<file path="config.mk">
export PLATFORM = sky130hd
export DESIGN_NAME = usb_node_config_regs
export DESIGN_NICKNAME = d
export VERILOG_FILES = /design/src/rtl/usb_node_cfg_pkg.sv /design/src/rtl/usb_node_config_regs.sv /design/src/rtl/cfg_sync2.sv /design/src/rtl/cfg_gap_field.sv
export VERILOG_INCLUDE_DIRS = /design/src /design/src/rtl
export SDC_FILE = /design/constraint.sdc
export NUM_CORES = 1
export LEC_CHECK = 0
export BUFFER_PORTS_ARGS = -buffer_cell sky130_fd_sc_hd__clkbuf_2
export CAP_MARGIN = 10
export CORE_ASPECT_RATIO = 0.9
export CORE_MARGIN = 2
export CORE_UTILIZATION = 53
export DETAILED_ROUTE_END_ITERATION = 8
export GPL_TIMING_DRIVEN = 1
export PLACE_DENSITY = 0.92
export REMOVE_ABC_BUFFERS = 1
export SKIP_CTS_REPAIR_TIMING = 1
export SYNTH_ARGS = -nofsm -noshare
export SYNTH_HDL_FRONTEND = slang
export SYNTH_HIERARCHICAL = 1
export SYNTH_SLANG_ARGS = --single-unit
</file>
<file path="constraint.sdc">
create_clock -name CLK_SYS_I -period 4.4 [get_ports CLK_SYS_I]
set_input_delay 0.22 -clock CLK_SYS_I [delete_from_list [all_inputs] [get_ports CLK_SYS_I]]
set_output_delay 0.22 -clock CLK_SYS_I [all_outputs]
set_load 0.02 [all_outputs]
</file>
<file path="src/rtl/usb_node_cfg_defs.svh">
/*
  Register numbers, field positions, reset values and range limits
  for the node configuration register bank.
  Assumes inclusion by its bare name from the rtl sources.
*/
`ifndef USB_NODE_CFG_DEFS_SVH
`define USB_NODE_CFG_DEFS_SVH

`define REG_BLOCK_IDENTIFICATION  8'h00
`define REG_NODE_HEADER_AND_LOCK  8'h04
`define REG_NODE_NUMBER           8'h05
`define REG_OSCILLATOR_MEGAHERTZ  8'h51
`define REG_LINK_CREDIT_PACING    8'h80

`define ID_CHIP_HI     31
`define ID_CHIP_LO     24
`define ID_REV_HI      15
`define ID_REV_LO      8
`define ID_VER_HI      7
`define ID_VER_LO      0

`define NODE_LOCK_BIT      31
`define NODE_HDR_MODE_BIT  0
`define NODE_NUMBER_W      16
`define OSC_MHZ_W          7
`define OSC_MHZ_RESET      7'h19
`define OSC_MHZ_MIN        7'h05
`define OSC_MHZ_MAX        7'h64

`define LINK_ERR_BIT       27
`define LINK_ISSUED_BIT    26
`define LINK_HOLDS_BIT     25
`define LINK_RESTART_BIT   24
`define LINK_RXRST_BIT     23
`define LINK_SYM_HI        21
`define LINK_SYM_LO        11
`define LINK_TOK_HI        10
`define LINK_TOK_LO        0
`define LINK_GAP_W         11
`define LINK_GAP_RESET     11'h001

`endif

</file>
<file path="src/rtl/usb_node_cfg_pkg.sv">
/*
  Types shared by the node configuration register bank.
  Assumes usb_node_cfg_defs.svh supplies the numeric constants.
*/
package usb_node_cfg_pkg;
  typedef logic [7:0]  reg_num_t;
  typedef logic [31:0] word_t;
  typedef logic [10:0] gap_t;
endpackage

</file>
<file path="src/rtl/usb_node_config_regs.sv">
/*
  Configuration register bank of the USB node: identification, header
  mode and lock, node number, oscillator frequency and link control.
  Assumes single-cycle configuration accesses on CLK_SYS_I from the
  switch network, and a link engine that reports status as pins.
*/
`timescale 1ns/1ns
`default_nettype none
`include "usb_node_cfg_defs.svh"
// Functional notes
// (RULE_01) read-only id word: chip id top byte, revision 15:8, version low byte
// (RULE_02) lock bit set blocks later writes to node and link registers
// (RULE_03) header mode bit: 0 three-byte headers, 1 one-byte headers, reset 0
// (RULE_04) writable 16-bit node number, reset zero, compatibility only
// (RULE_05) seven-bit oscillator MHz field, resets to 25
// (RULE_06) only 5..100 accepted; others leave field and get nack
// (RULE_07) configurer programs frequency at start-up and on oscillator change
// (RULE_08) read-only bit flags rx overflow or illegal token received
// (RULE_09) read-only credit issued and credit held bits, zero after reset
// (RULE_10) writing restart bit clears local credit, sends credit request token
// (RULE_11) writing receiver reset bit restarts token framing in receiver
// (RULE_12) symbol gap field 21:11, reset 1, stored as minimum minus one
// (RULE_13) token gap field 10:0, reset 1, stored as minimum minus one
// (RULE_14) reserved bits read zero, writes to them ignored
module usb_node_config_regs
  import usb_node_cfg_pkg::*;
#(
  parameter logic [7:0] CHIP_ID  = 8'h5A, // arbitrary value
  parameter logic [7:0] BLK_REV  = 8'h01, // arbitrary value
  parameter logic [7:0] BLK_VER  = 8'h01  // arbitrary value
) (
  input  wire logic                       CLK_SYS_I,
  input  wire logic                       RESET_N_I,
  input  wire logic                       CFG_WR_I,
  input  wire logic                       CFG_RD_I,
  input  wire usb_node_cfg_pkg::reg_num_t CFG_NUM_I,
  input  wire usb_node_cfg_pkg::word_t    CFG_WDATA_I,
  output usb_node_cfg_pkg::word_t         CFG_RDATA_O,
  output logic                            CFG_ACK_O,
  output logic                            CFG_NACK_O,
  input  wire logic                       LINK_RX_ERR_I,
  input  wire logic                       LINK_CREDIT_ISSUED_I,
  input  wire logic                       LINK_CREDIT_HELD_I,
  output logic                            LINK_CREDIT_CLEAR_O,
  output logic                            LINK_CREDIT_REQUEST_TOKEN_O,
  output logic                            LINK_RX_RESET_O,
  output logic                            HDR_ONE_BYTE_O,
  output logic      [`OSC_MHZ_W-1:0]      OSC_MHZ_O,
  output usb_node_cfg_pkg::gap_t          SYM_GAP_O,
  output usb_node_cfg_pkg::gap_t          TOK_GAP_O
);
  import usb_node_cfg_pkg::*;

  logic                      lock_q;
  logic                      hdr_q;
  logic [`NODE_NUMBER_W-1:0] node_num_q;
  logic [`OSC_MHZ_W-1:0]     osc_q;
  logic                      rx_err_s;
  logic                      issued_s;
  logic                      held_s;
  logic                      wr_node;
  logic                      wr_num;
  logic                      wr_osc;
  logic                      wr_link;
  logic                      osc_ok;
  logic                      known;
  logic [`OSC_MHZ_W-1:0]     osc_w;
  word_t                     rdata_d;

  // decode, range check and per-register read images
  logic                      hit_id;
  logic                      hit_node;
  logic                      hit_num;
  logic                      hit_osc;
  logic                      hit_link;
  logic                      osc_hi_zero;
  logic                      osc_ge_min;
  logic                      osc_le_max;
  logic                      wr_bad_osc;
  logic                      restart_req;
  logic                      rxrst_req;

  word_t                     id_word;
  word_t                     node_word;
  word_t                     num_word;
  word_t                     osc_word;
  word_t                     link_word;

  // link status arrives from the link engine's clock region
  cfg_sync2 u_sync_err (
    .clk_i     (CLK_SYS_I),
    .reset_n_i (RESET_N_I),
    .async_i   (LINK_RX_ERR_I),
    .sync_o    (rx_err_s)
  );
  cfg_sync2 u_sync_issued (
    .clk_i     (CLK_SYS_I),
    .reset_n_i (RESET_N_I),
    .async_i   (LINK_CREDIT_ISSUED_I),
    .sync_o    (issued_s)
  );
  cfg_sync2 u_sync_held (
    .clk_i     (CLK_SYS_I),
    .reset_n_i (RESET_N_I),
    .async_i   (LINK_CREDIT_HELD_I),
    .sync_o    (held_s)
  );

  // one select per register number
  assign hit_id   = (CFG_NUM_I == `REG_BLOCK_IDENTIFICATION);
  assign hit_node = (CFG_NUM_I == `REG_NODE_HEADER_AND_LOCK);
  assign hit_num  = (CFG_NUM_I == `REG_NODE_NUMBER);
  assign hit_osc  = (CFG_NUM_I == `REG_OSCILLATOR_MEGAHERTZ);
  assign hit_link = (CFG_NUM_I == `REG_LINK_CREDIT_PACING);
  assign known    = hit_id || hit_node || hit_num || hit_osc || hit_link;

  assign osc_w       = CFG_WDATA_I[`OSC_MHZ_W-1:0];
  // upper bits must be zero too, else a wide value aliases into range
  assign osc_hi_zero = (CFG_WDATA_I[31:`OSC_MHZ_W] == 25'h000_0000); // RULE_06
  assign osc_ge_min  = (osc_w >= `OSC_MHZ_MIN); // RULE_06
  assign osc_le_max  = (osc_w <= `OSC_MHZ_MAX); // RULE_06
  assign osc_ok      = osc_hi_zero && osc_ge_min && osc_le_max;
  assign wr_bad_osc  = CFG_WR_I && hit_osc && !osc_ok; // RULE_06

  // lock gates only the node and link registers; number and frequency stay open
  assign wr_node     = CFG_WR_I && !lock_q && hit_node; // RULE_02
  assign wr_link     = CFG_WR_I && !lock_q && hit_link; // RULE_02
  assign wr_num      = CFG_WR_I && hit_num;
  assign wr_osc      = CFG_WR_I && hit_osc && osc_ok; // RULE_06
  assign restart_req = wr_link && CFG_WDATA_I[`LINK_RESTART_BIT]; // RULE_10
  assign rxrst_req   = wr_link && CFG_WDATA_I[`LINK_RXRST_BIT]; // RULE_11

  // lock clears only through reset
  always_ff @(posedge CLK_SYS_I) begin
    if (!RESET_N_I) begin
      lock_q <= 1'b0;
    end else if (wr_node) begin
      lock_q <= CFG_WDATA_I[`NODE_LOCK_BIT]; // RULE_02
    end
  end

  // header mode follows the same write that may set the lock
  always_ff @(posedge CLK_SYS_I) begin
    if (!RESET_N_I) begin
      hdr_q <= 1'b0; // RULE_03
    end else if (wr_node) begin
      hdr_q <= CFG_WDATA_I[`NODE_HDR_MODE_BIT]; // RULE_03
    end
  end

  always_ff @(posedge CLK_SYS_I) begin
    if (!RESET_N_I) begin
      node_num_q <= 16'h0000;
    end else if (wr_num) begin
      node_num_q <= CFG_WDATA_I[`NODE_NUMBER_W-1:0]; // RULE_04
    end
  end

  always_ff @(posedge CLK_SYS_I) begin
    if (!RESET_N_I) begin
      osc_q <= `OSC_MHZ_RESET; // RULE_05
    end else if (wr_osc) begin
      osc_q <= osc_w; // RULE_05
    end
  end

  cfg_gap_field u_sym_gap (
    .clk_i     (CLK_SYS_I),
    .reset_n_i (RESET_N_I),
    .wr_i      (wr_link),
    .wdata_i   (CFG_WDATA_I[`LINK_SYM_HI:`LINK_SYM_LO]), // RULE_12
    .gap_o     (SYM_GAP_O)
  );
  cfg_gap_field u_tok_gap (
    .clk_i     (CLK_SYS_I),
    .reset_n_i (RESET_N_I),
    .wr_i      (wr_link),
    .wdata_i   (CFG_WDATA_I[`LINK_TOK_HI:`LINK_TOK_LO]), // RULE_13
    .gap_o     (TOK_GAP_O)
  );

  // write-only actions: one-cycle pulses, the bits never store
  // clear and token share one decode so they can never split
  always_ff @(posedge CLK_SYS_I) begin
    if (!RESET_N_I) begin
      LINK_CREDIT_CLEAR_O <= 1'b0;
    end else begin
      LINK_CREDIT_CLEAR_O <= restart_req; // RULE_10
    end
  end

  always_ff @(posedge CLK_SYS_I) begin
    if (!RESET_N_I) begin
      LINK_CREDIT_REQUEST_TOKEN_O <= 1'b0;
    end else begin
      LINK_CREDIT_REQUEST_TOKEN_O <= restart_req; // RULE_10
    end
  end

  // receiver reset restarts token framing at the far engine
  always_ff @(posedge CLK_SYS_I) begin
    if (!RESET_N_I) begin
      LINK_RX_RESET_O <= 1'b0;
    end else begin
      LINK_RX_RESET_O <= rxrst_req; // RULE_11
    end
  end

  // each register's read image; reserved bits stay zero
  always_comb begin
    id_word                          = 32'h0000_0000; // RULE_14
    id_word[`ID_CHIP_HI:`ID_CHIP_LO] = CHIP_ID; // RULE_01
    id_word[`ID_REV_HI:`ID_REV_LO]   = BLK_REV; // RULE_01
    id_word[`ID_VER_HI:`ID_VER_LO]   = BLK_VER; // RULE_01
  end

  always_comb begin
    node_word                     = 32'h0000_0000; // RULE_14
    node_word[`NODE_LOCK_BIT]     = lock_q; // RULE_02
    node_word[`NODE_HDR_MODE_BIT] = hdr_q; // RULE_03
  end

  always_comb begin
    num_word                     = 32'h0000_0000; // RULE_14
    num_word[`NODE_NUMBER_W-1:0] = node_num_q; // RULE_04
  end

  // reads back the last accepted value
  always_comb begin
    osc_word                 = 32'h0000_0000; // RULE_14
    osc_word[`OSC_MHZ_W-1:0] = osc_q; // RULE_05
  end

  // status bits are plain synced levels, not sticky
  always_comb begin
    link_word                            = 32'h0000_0000; // RULE_14
    link_word[`LINK_ERR_BIT]             = rx_err_s; // RULE_08
    link_word[`LINK_ISSUED_BIT]          = issued_s; // RULE_09
    link_word[`LINK_HOLDS_BIT]           = held_s; // RULE_09
    link_word[`LINK_SYM_HI:`LINK_SYM_LO] = SYM_GAP_O; // RULE_12
    link_word[`LINK_TOK_HI:`LINK_TOK_LO] = TOK_GAP_O; // RULE_13
  end

  // unmapped numbers read zero; the answer path refuses them
  always_comb begin
    rdata_d = 32'h0000_0000;
    unique case (CFG_NUM_I)
      `REG_BLOCK_IDENTIFICATION: begin
        rdata_d = id_word;
      end
      `REG_NODE_HEADER_AND_LOCK: begin
        rdata_d = node_word;
      end
      `REG_NODE_NUMBER: begin
        rdata_d = num_word;
      end
      `REG_OSCILLATOR_MEGAHERTZ: begin
        rdata_d = osc_word;
      end
      `REG_LINK_CREDIT_PACING: begin
        rdata_d = link_word;
      end
      default: begin
        rdata_d = 32'h0000_0000;
      end
    endcase
  end

  // read data registered; idle cycles show zero so no stale word leaks
  always_ff @(posedge CLK_SYS_I) begin
    if (!RESET_N_I) begin
      CFG_RDATA_O <= 32'h0000_0000;
    end else if (CFG_RD_I) begin
      CFG_RDATA_O <= rdata_d; // RULE_14
    end else begin
      CFG_RDATA_O <= 32'h0000_0000;
    end
  end

  // locked writes are acked: the lock refuses, it does not fault
  always_ff @(posedge CLK_SYS_I) begin
    if (!RESET_N_I) begin
      CFG_ACK_O <= 1'b0;
    end else if (CFG_WR_I) begin
      CFG_ACK_O <= known && !wr_bad_osc; // RULE_02
    end else begin
      CFG_ACK_O <= CFG_RD_I && known;
    end
  end

  // unmapped numbers and out-of-range frequency writes are refused
  always_ff @(posedge CLK_SYS_I) begin
    if (!RESET_N_I) begin
      CFG_NACK_O <= 1'b0;
    end else if (CFG_WR_I) begin
      CFG_NACK_O <= !known || wr_bad_osc; // RULE_06
    end else begin
      CFG_NACK_O <= CFG_RD_I && !known;
    end
  end

  assign HDR_ONE_BYTE_O = hdr_q; // RULE_03
  assign OSC_MHZ_O      = osc_q;
endmodule
`default_nettype wire

</file>
<file path="src/rtl/cfg_sync2.sv">
/*
  Two-flop synchroniser for one level.
  Assumes the input is asynchronous to CLK_SYS_I.
*/
`timescale 1ns/1ns
`default_nettype none
module cfg_sync2 (
  input  wire logic clk_i,
  input  wire logic reset_n_i,
  input  wire logic async_i,
  output logic      sync_o
);
  logic meta_q;
  always_ff @(posedge clk_i) begin
    if (!reset_n_i) begin
      meta_q <= 1'b0;
      sync_o <= 1'b0;
    end else begin
      meta_q <= async_i;
      sync_o <= meta_q;
    end
  end
endmodule
`default_nettype wire

</file>
<file path="src/rtl/cfg_gap_field.sv">
/*
  One eleven-bit idle-gap field with lock-gated write.
  Assumes write strobe and data are on the system clock.
*/
`timescale 1ns/1ns
`default_nettype none
`include "usb_node_cfg_defs.svh"
module cfg_gap_field (
  input  wire logic                    clk_i,
  input  wire logic                    reset_n_i,
  input  wire logic                    wr_i,
  input  wire logic [`LINK_GAP_W-1:0]  wdata_i,
  output logic      [`LINK_GAP_W-1:0]  gap_o
);
  always_ff @(posedge clk_i) begin
    if (!reset_n_i) begin
      gap_o <= `LINK_GAP_RESET;
    end else if (wr_i) begin
      gap_o <= wdata_i;
    end
  end
endmodule
`default_nettype wire

</file>
==> metrics.md <==
| Metric | Value |
|---|---|
| Status | finished clean |
| Slowest-stage cell, CP | nor4_4 |
| Crit-path cells | clkbuf_2, or3_1, nor4_4, and3b_1, buf_4, mux2i_1, nand2_1 |
| DR WL met3 | 593 um |
| NetSw | 0.3032 mW |
| Diodes inserted | 0 |
| Pint | 1.126 mW |
| DP Area | 0.003856 sq mm |
| Fin area | 0.004073 sq mm |
| Max Fclk | 429.5 MHz |
| Worst clock skew | 6.519 ps |
| Post-detailed-route count of antenna-violating nets | 0 |
| WP buf/inv | 2 |
| Reg area | 0.001682 sq mm |
| Mapped Area | 0.003349 sq mm |
| Initial Utilization | 0.5478 |
| Share of cells above drive strength 1 | 0.3273 |
| Seq pwr share | 0.535 |
| # DRC | 0 |
| Syn Area/Cell | 10.03 sq um |
| Worst vdd ir | 0.1907 mV |
| CTS H-tree lvls | 3 |
| CP peak stage delay | 730 ps |
| Hold slack | 62.09 ps |
| Class of the worst hold path | primary input to flop |
| Sequential area share after synthesis | 0.5021 |
| Met1 wire length | 3141 um |
| Chip width | 87.80 um |
| Worst Max-Slew Pin Slew | 840.2 ps |
| Clock power frac | 0.415 |
| FILL cells | 482 |
| Top Layer Used | met4 |
| RSZ-0062 raised after global routing | false |
| MaxCap Viol Count | 0 |
| Final Hold Fails | 0 |
| Clock Latency Late Sink | 360 ps |
| Placer Congestion | 0.8408 |
| Syn. warnings | 6 |
| First-pass GRT wire length | 12090 um |
| Max Slew Vio Count | 0 |
| Vias in the first global route | 2558 |
| Clk root buf | clkbuf_8 |
| Cell Pwr Density | 350.9 mW/mm^2 |
| Largest net degree at the start of global routing | 68 |
| Row count | 27 |
| WS Path Type | primary input to flop |
| Die Span Y | 79.42 um |
| Pre-antenna DRT Iters | 5 |
| Area delta synth->final | 21.59% |
| Vias per std cell | 5.195 |
| Dpl cells | 511 |
| PortBufs | 109 |
| Ports | 114 |
| Iter 0 DRT Violations | 206 |
| P_leak | 1.634 nW |
| Average wire per standard cell | 14.84 um |
| Routed wl met2 | 3845 um |
| Combinational Power Share | 0.051 |
| Via Count | 2738 |
| Dpl hpwl | 5575 um |
| Core footprint | 0.006115 sq mm |
| WP data arrival | 2550 ps |
| WP data required | 4630 ps |
| Non-Filler Instances | 527 |
| Gr ovfl total | 0 |
| Total Nets Final | 482 |
| TritonCTS Buffers | 9 |
| Worst rel slew slack | 0.4357 |
| Clock Pin Slew Worst Setup and Hold Paths | 80 ps |
| Seq cells post-synth | 84 |
| Initial antenna violation count | 0 |
| Sw frac | 0.2122 |
| Critical path fanouts, max | 20 |
| TritonCTS Sinks | 84 |
| CTS tree | yes |
| Total GRT Usage | 0.2284 |
| Drt total wl | 7820 um |
| Crit path max-delay family | simple AND/OR/NAND/NOR gates |
| Final setup TNS | 0 ps |
| Setup Viol. Count Final | 0 |
| Distinct cells, synth | 41 |
| Critical Path End Type | flop |
| Multi-input logic area | 0.001494 sq mm |
| Crit share post-route | 0.5292 |
| Die footprint | 0.006972 sq mm |
| Syn Inst Count | 334 |
| Fin crit period | 2328 ps |
| CP Launch Type | primary input |
| Clock buffer depth | 2 |
-- power groups by stage --
stage                     clock network, mW  registers (mW)  logic, mW
after global placement                    0           0.782     0.0691
final                                 0.593           0.764     0.0722
after CTS                             0.597           0.764     0.0714
after floorplan                           0           0.783     0.0251
after global routing                  0.626           0.765     0.0774
after detailed placement                  0           0.782     0.0708
-- final timing paths --
kind                                   start                         endpoint  slack [ps]  depth (start not counted)
max                             CFG_NUM_I[3]  u_tok_gap/gap_o[0]$_SDFFE_PN1P_        2070                          7
min                     LINK_CREDIT_ISSUED_I  u_sync_issued/meta_q$_SDFF_PN0_          60                          2
max reg2reg              lock_q$_SDFFE_PN0P_  u_tok_gap/gap_o[0]$_SDFFE_PN1P_        2900                          4
min reg2reg  u_sync_issued/meta_q$_SDFF_PN0_  u_sync_issued/sync_o$_SDFF_PN0_         430                          1
-- cell families (layout without fill, tap and decap cells) --
family,count (synthesis),count (layout),share of synthesized area
simple gates,142,142,0.2286
flops,84,84,0.5021
mux,30,30,0.08965
other cells,1,4,0.001120
buf+inv,27,130,0.05528
compound gates,50,50,0.1233
-- through the flow --
stage                     setup slack, ps  total power [mW]    util
final                                2072             1.429  0.6661
after global routing                 1905             1.468  0.6661
after CTS                            2083             1.432  0.6661
after detailed placement             1715            0.8529  0.6307
after global placement               1780            0.8510  0.6307
after floorplan                      1859            0.8083       -
-- registers in the layout, indices dropped and copies added, names as in the netlist, 7 cells and up --
name,count
u_sym_gap/gap_o,11
OSC_MHZ_O,7
CFG_RDATA_O,27
node_num_q,16
u_tok_gap/gap_o,11
-- worst reg2reg max path, stage by stage (launching register included) --
cell,delay (ps)
dfxtp_1,350
and3b_1,350
buf_4,380
mux2i_1,230
nand2_1,70
-- placed cells by master (no fill, tap or decap), drive strengths merged --
cell     Yosys  routed
clkbuf       8     120
dfxtp       84      84
nand2       46      46
mux2i       30      30
nor2b       28      28
nor2        21      21
a21boi      17      17
and2        15      15
a22oi       15      15
nor4         8       8
a22o         7       7
a21oi        5       5
and3         4       4
conb         1       4
nand3        4       4
inv          3       3
nor3         3       3
clkinv       0       3
and3b        3       3
or3          2       2
and4         2       2
o21ai        2       2
bufinv       0       2
buf         16       2
nor3b        1       1
or2          1       1
o2bb2ai      1       1
and4b        1       1
nand4        1       1
a31oi        1       1
nand3b       1       1
nand4b       1       1
o2111a       1       1
o21bai       1       1
-- Yosys cell counts --
cell type / count / area share
or2_0: 1 / 0.0019
nand2_1: 46 / 0.052
and2_1: 15 / 0.028
or3_1: 2 / 0.0037
a21boi_0: 6 / 0.013
a21boi_2: 10 / 0.034
nor2_1: 21 / 0.024
nand3_2: 1 / 0.0030
o21ai_0: 2 / 0.0030
nand4_1: 1 / 0.0019
and3_1: 4 / 0.0075
and4b_1: 1 / 0.0030
buf_4: 7 / 0.016
buf_12: 1 / 0.0060
and3b_1: 2 / 0.0052
a22o_1: 3 / 0.0078
nand3b_1: 1 / 0.0022
nor3b_4: 1 / 0.0056
a21boi_1: 1 / 0.0022
buf_6: 5 / 0.017
mux2i_1: 30 / 0.090
clkbuf_1: 8 / 0.0090
o21bai_1: 1 / 0.0022
inv_1: 3 / 0.0034
nand4b_1: 1 / 0.0026
a22oi_1: 15 / 0.034
dfxtp_1: 84 / 0.50
and3b_2: 1 / 0.0030
conb_1: 1 / 0.0011
a22o_2: 4 / 0.012
nor4_1: 7 / 0.013
and4_1: 2 / 0.0052
buf_2: 3 / 0.0045
nor3_1: 3 / 0.0045
a21oi_1: 5 / 0.0075
nor4_4: 1 / 0.0064
o2bb2ai_1: 1 / 0.0026
o2111a_1: 1 / 0.0034
nor2b_1: 28 / 0.052
a31oi_1: 1 / 0.0019
nand3_1: 3 / 0.0045
-- final cells by class --
type | instances | share of cell area
clock buffers | 11 | 0.03472
clock inverters | 5 | 0.01843
inverters | 3 | 0.002765
multi-input cells | 226 | 0.3668
flip-flops and latches | 84 | 0.4129
well taps | 87 | 0.02673
repair buffers | 111 | 0.1376
-- metal layers --
metal	vias up	global-route usage
met2	115	0.3886
met1	1257	0.2619
met4	0	0.1277
met3	25	0.05274
met5	-	0
li1	1341	-
Note: power is estimated with default switching activity, not from simulation.
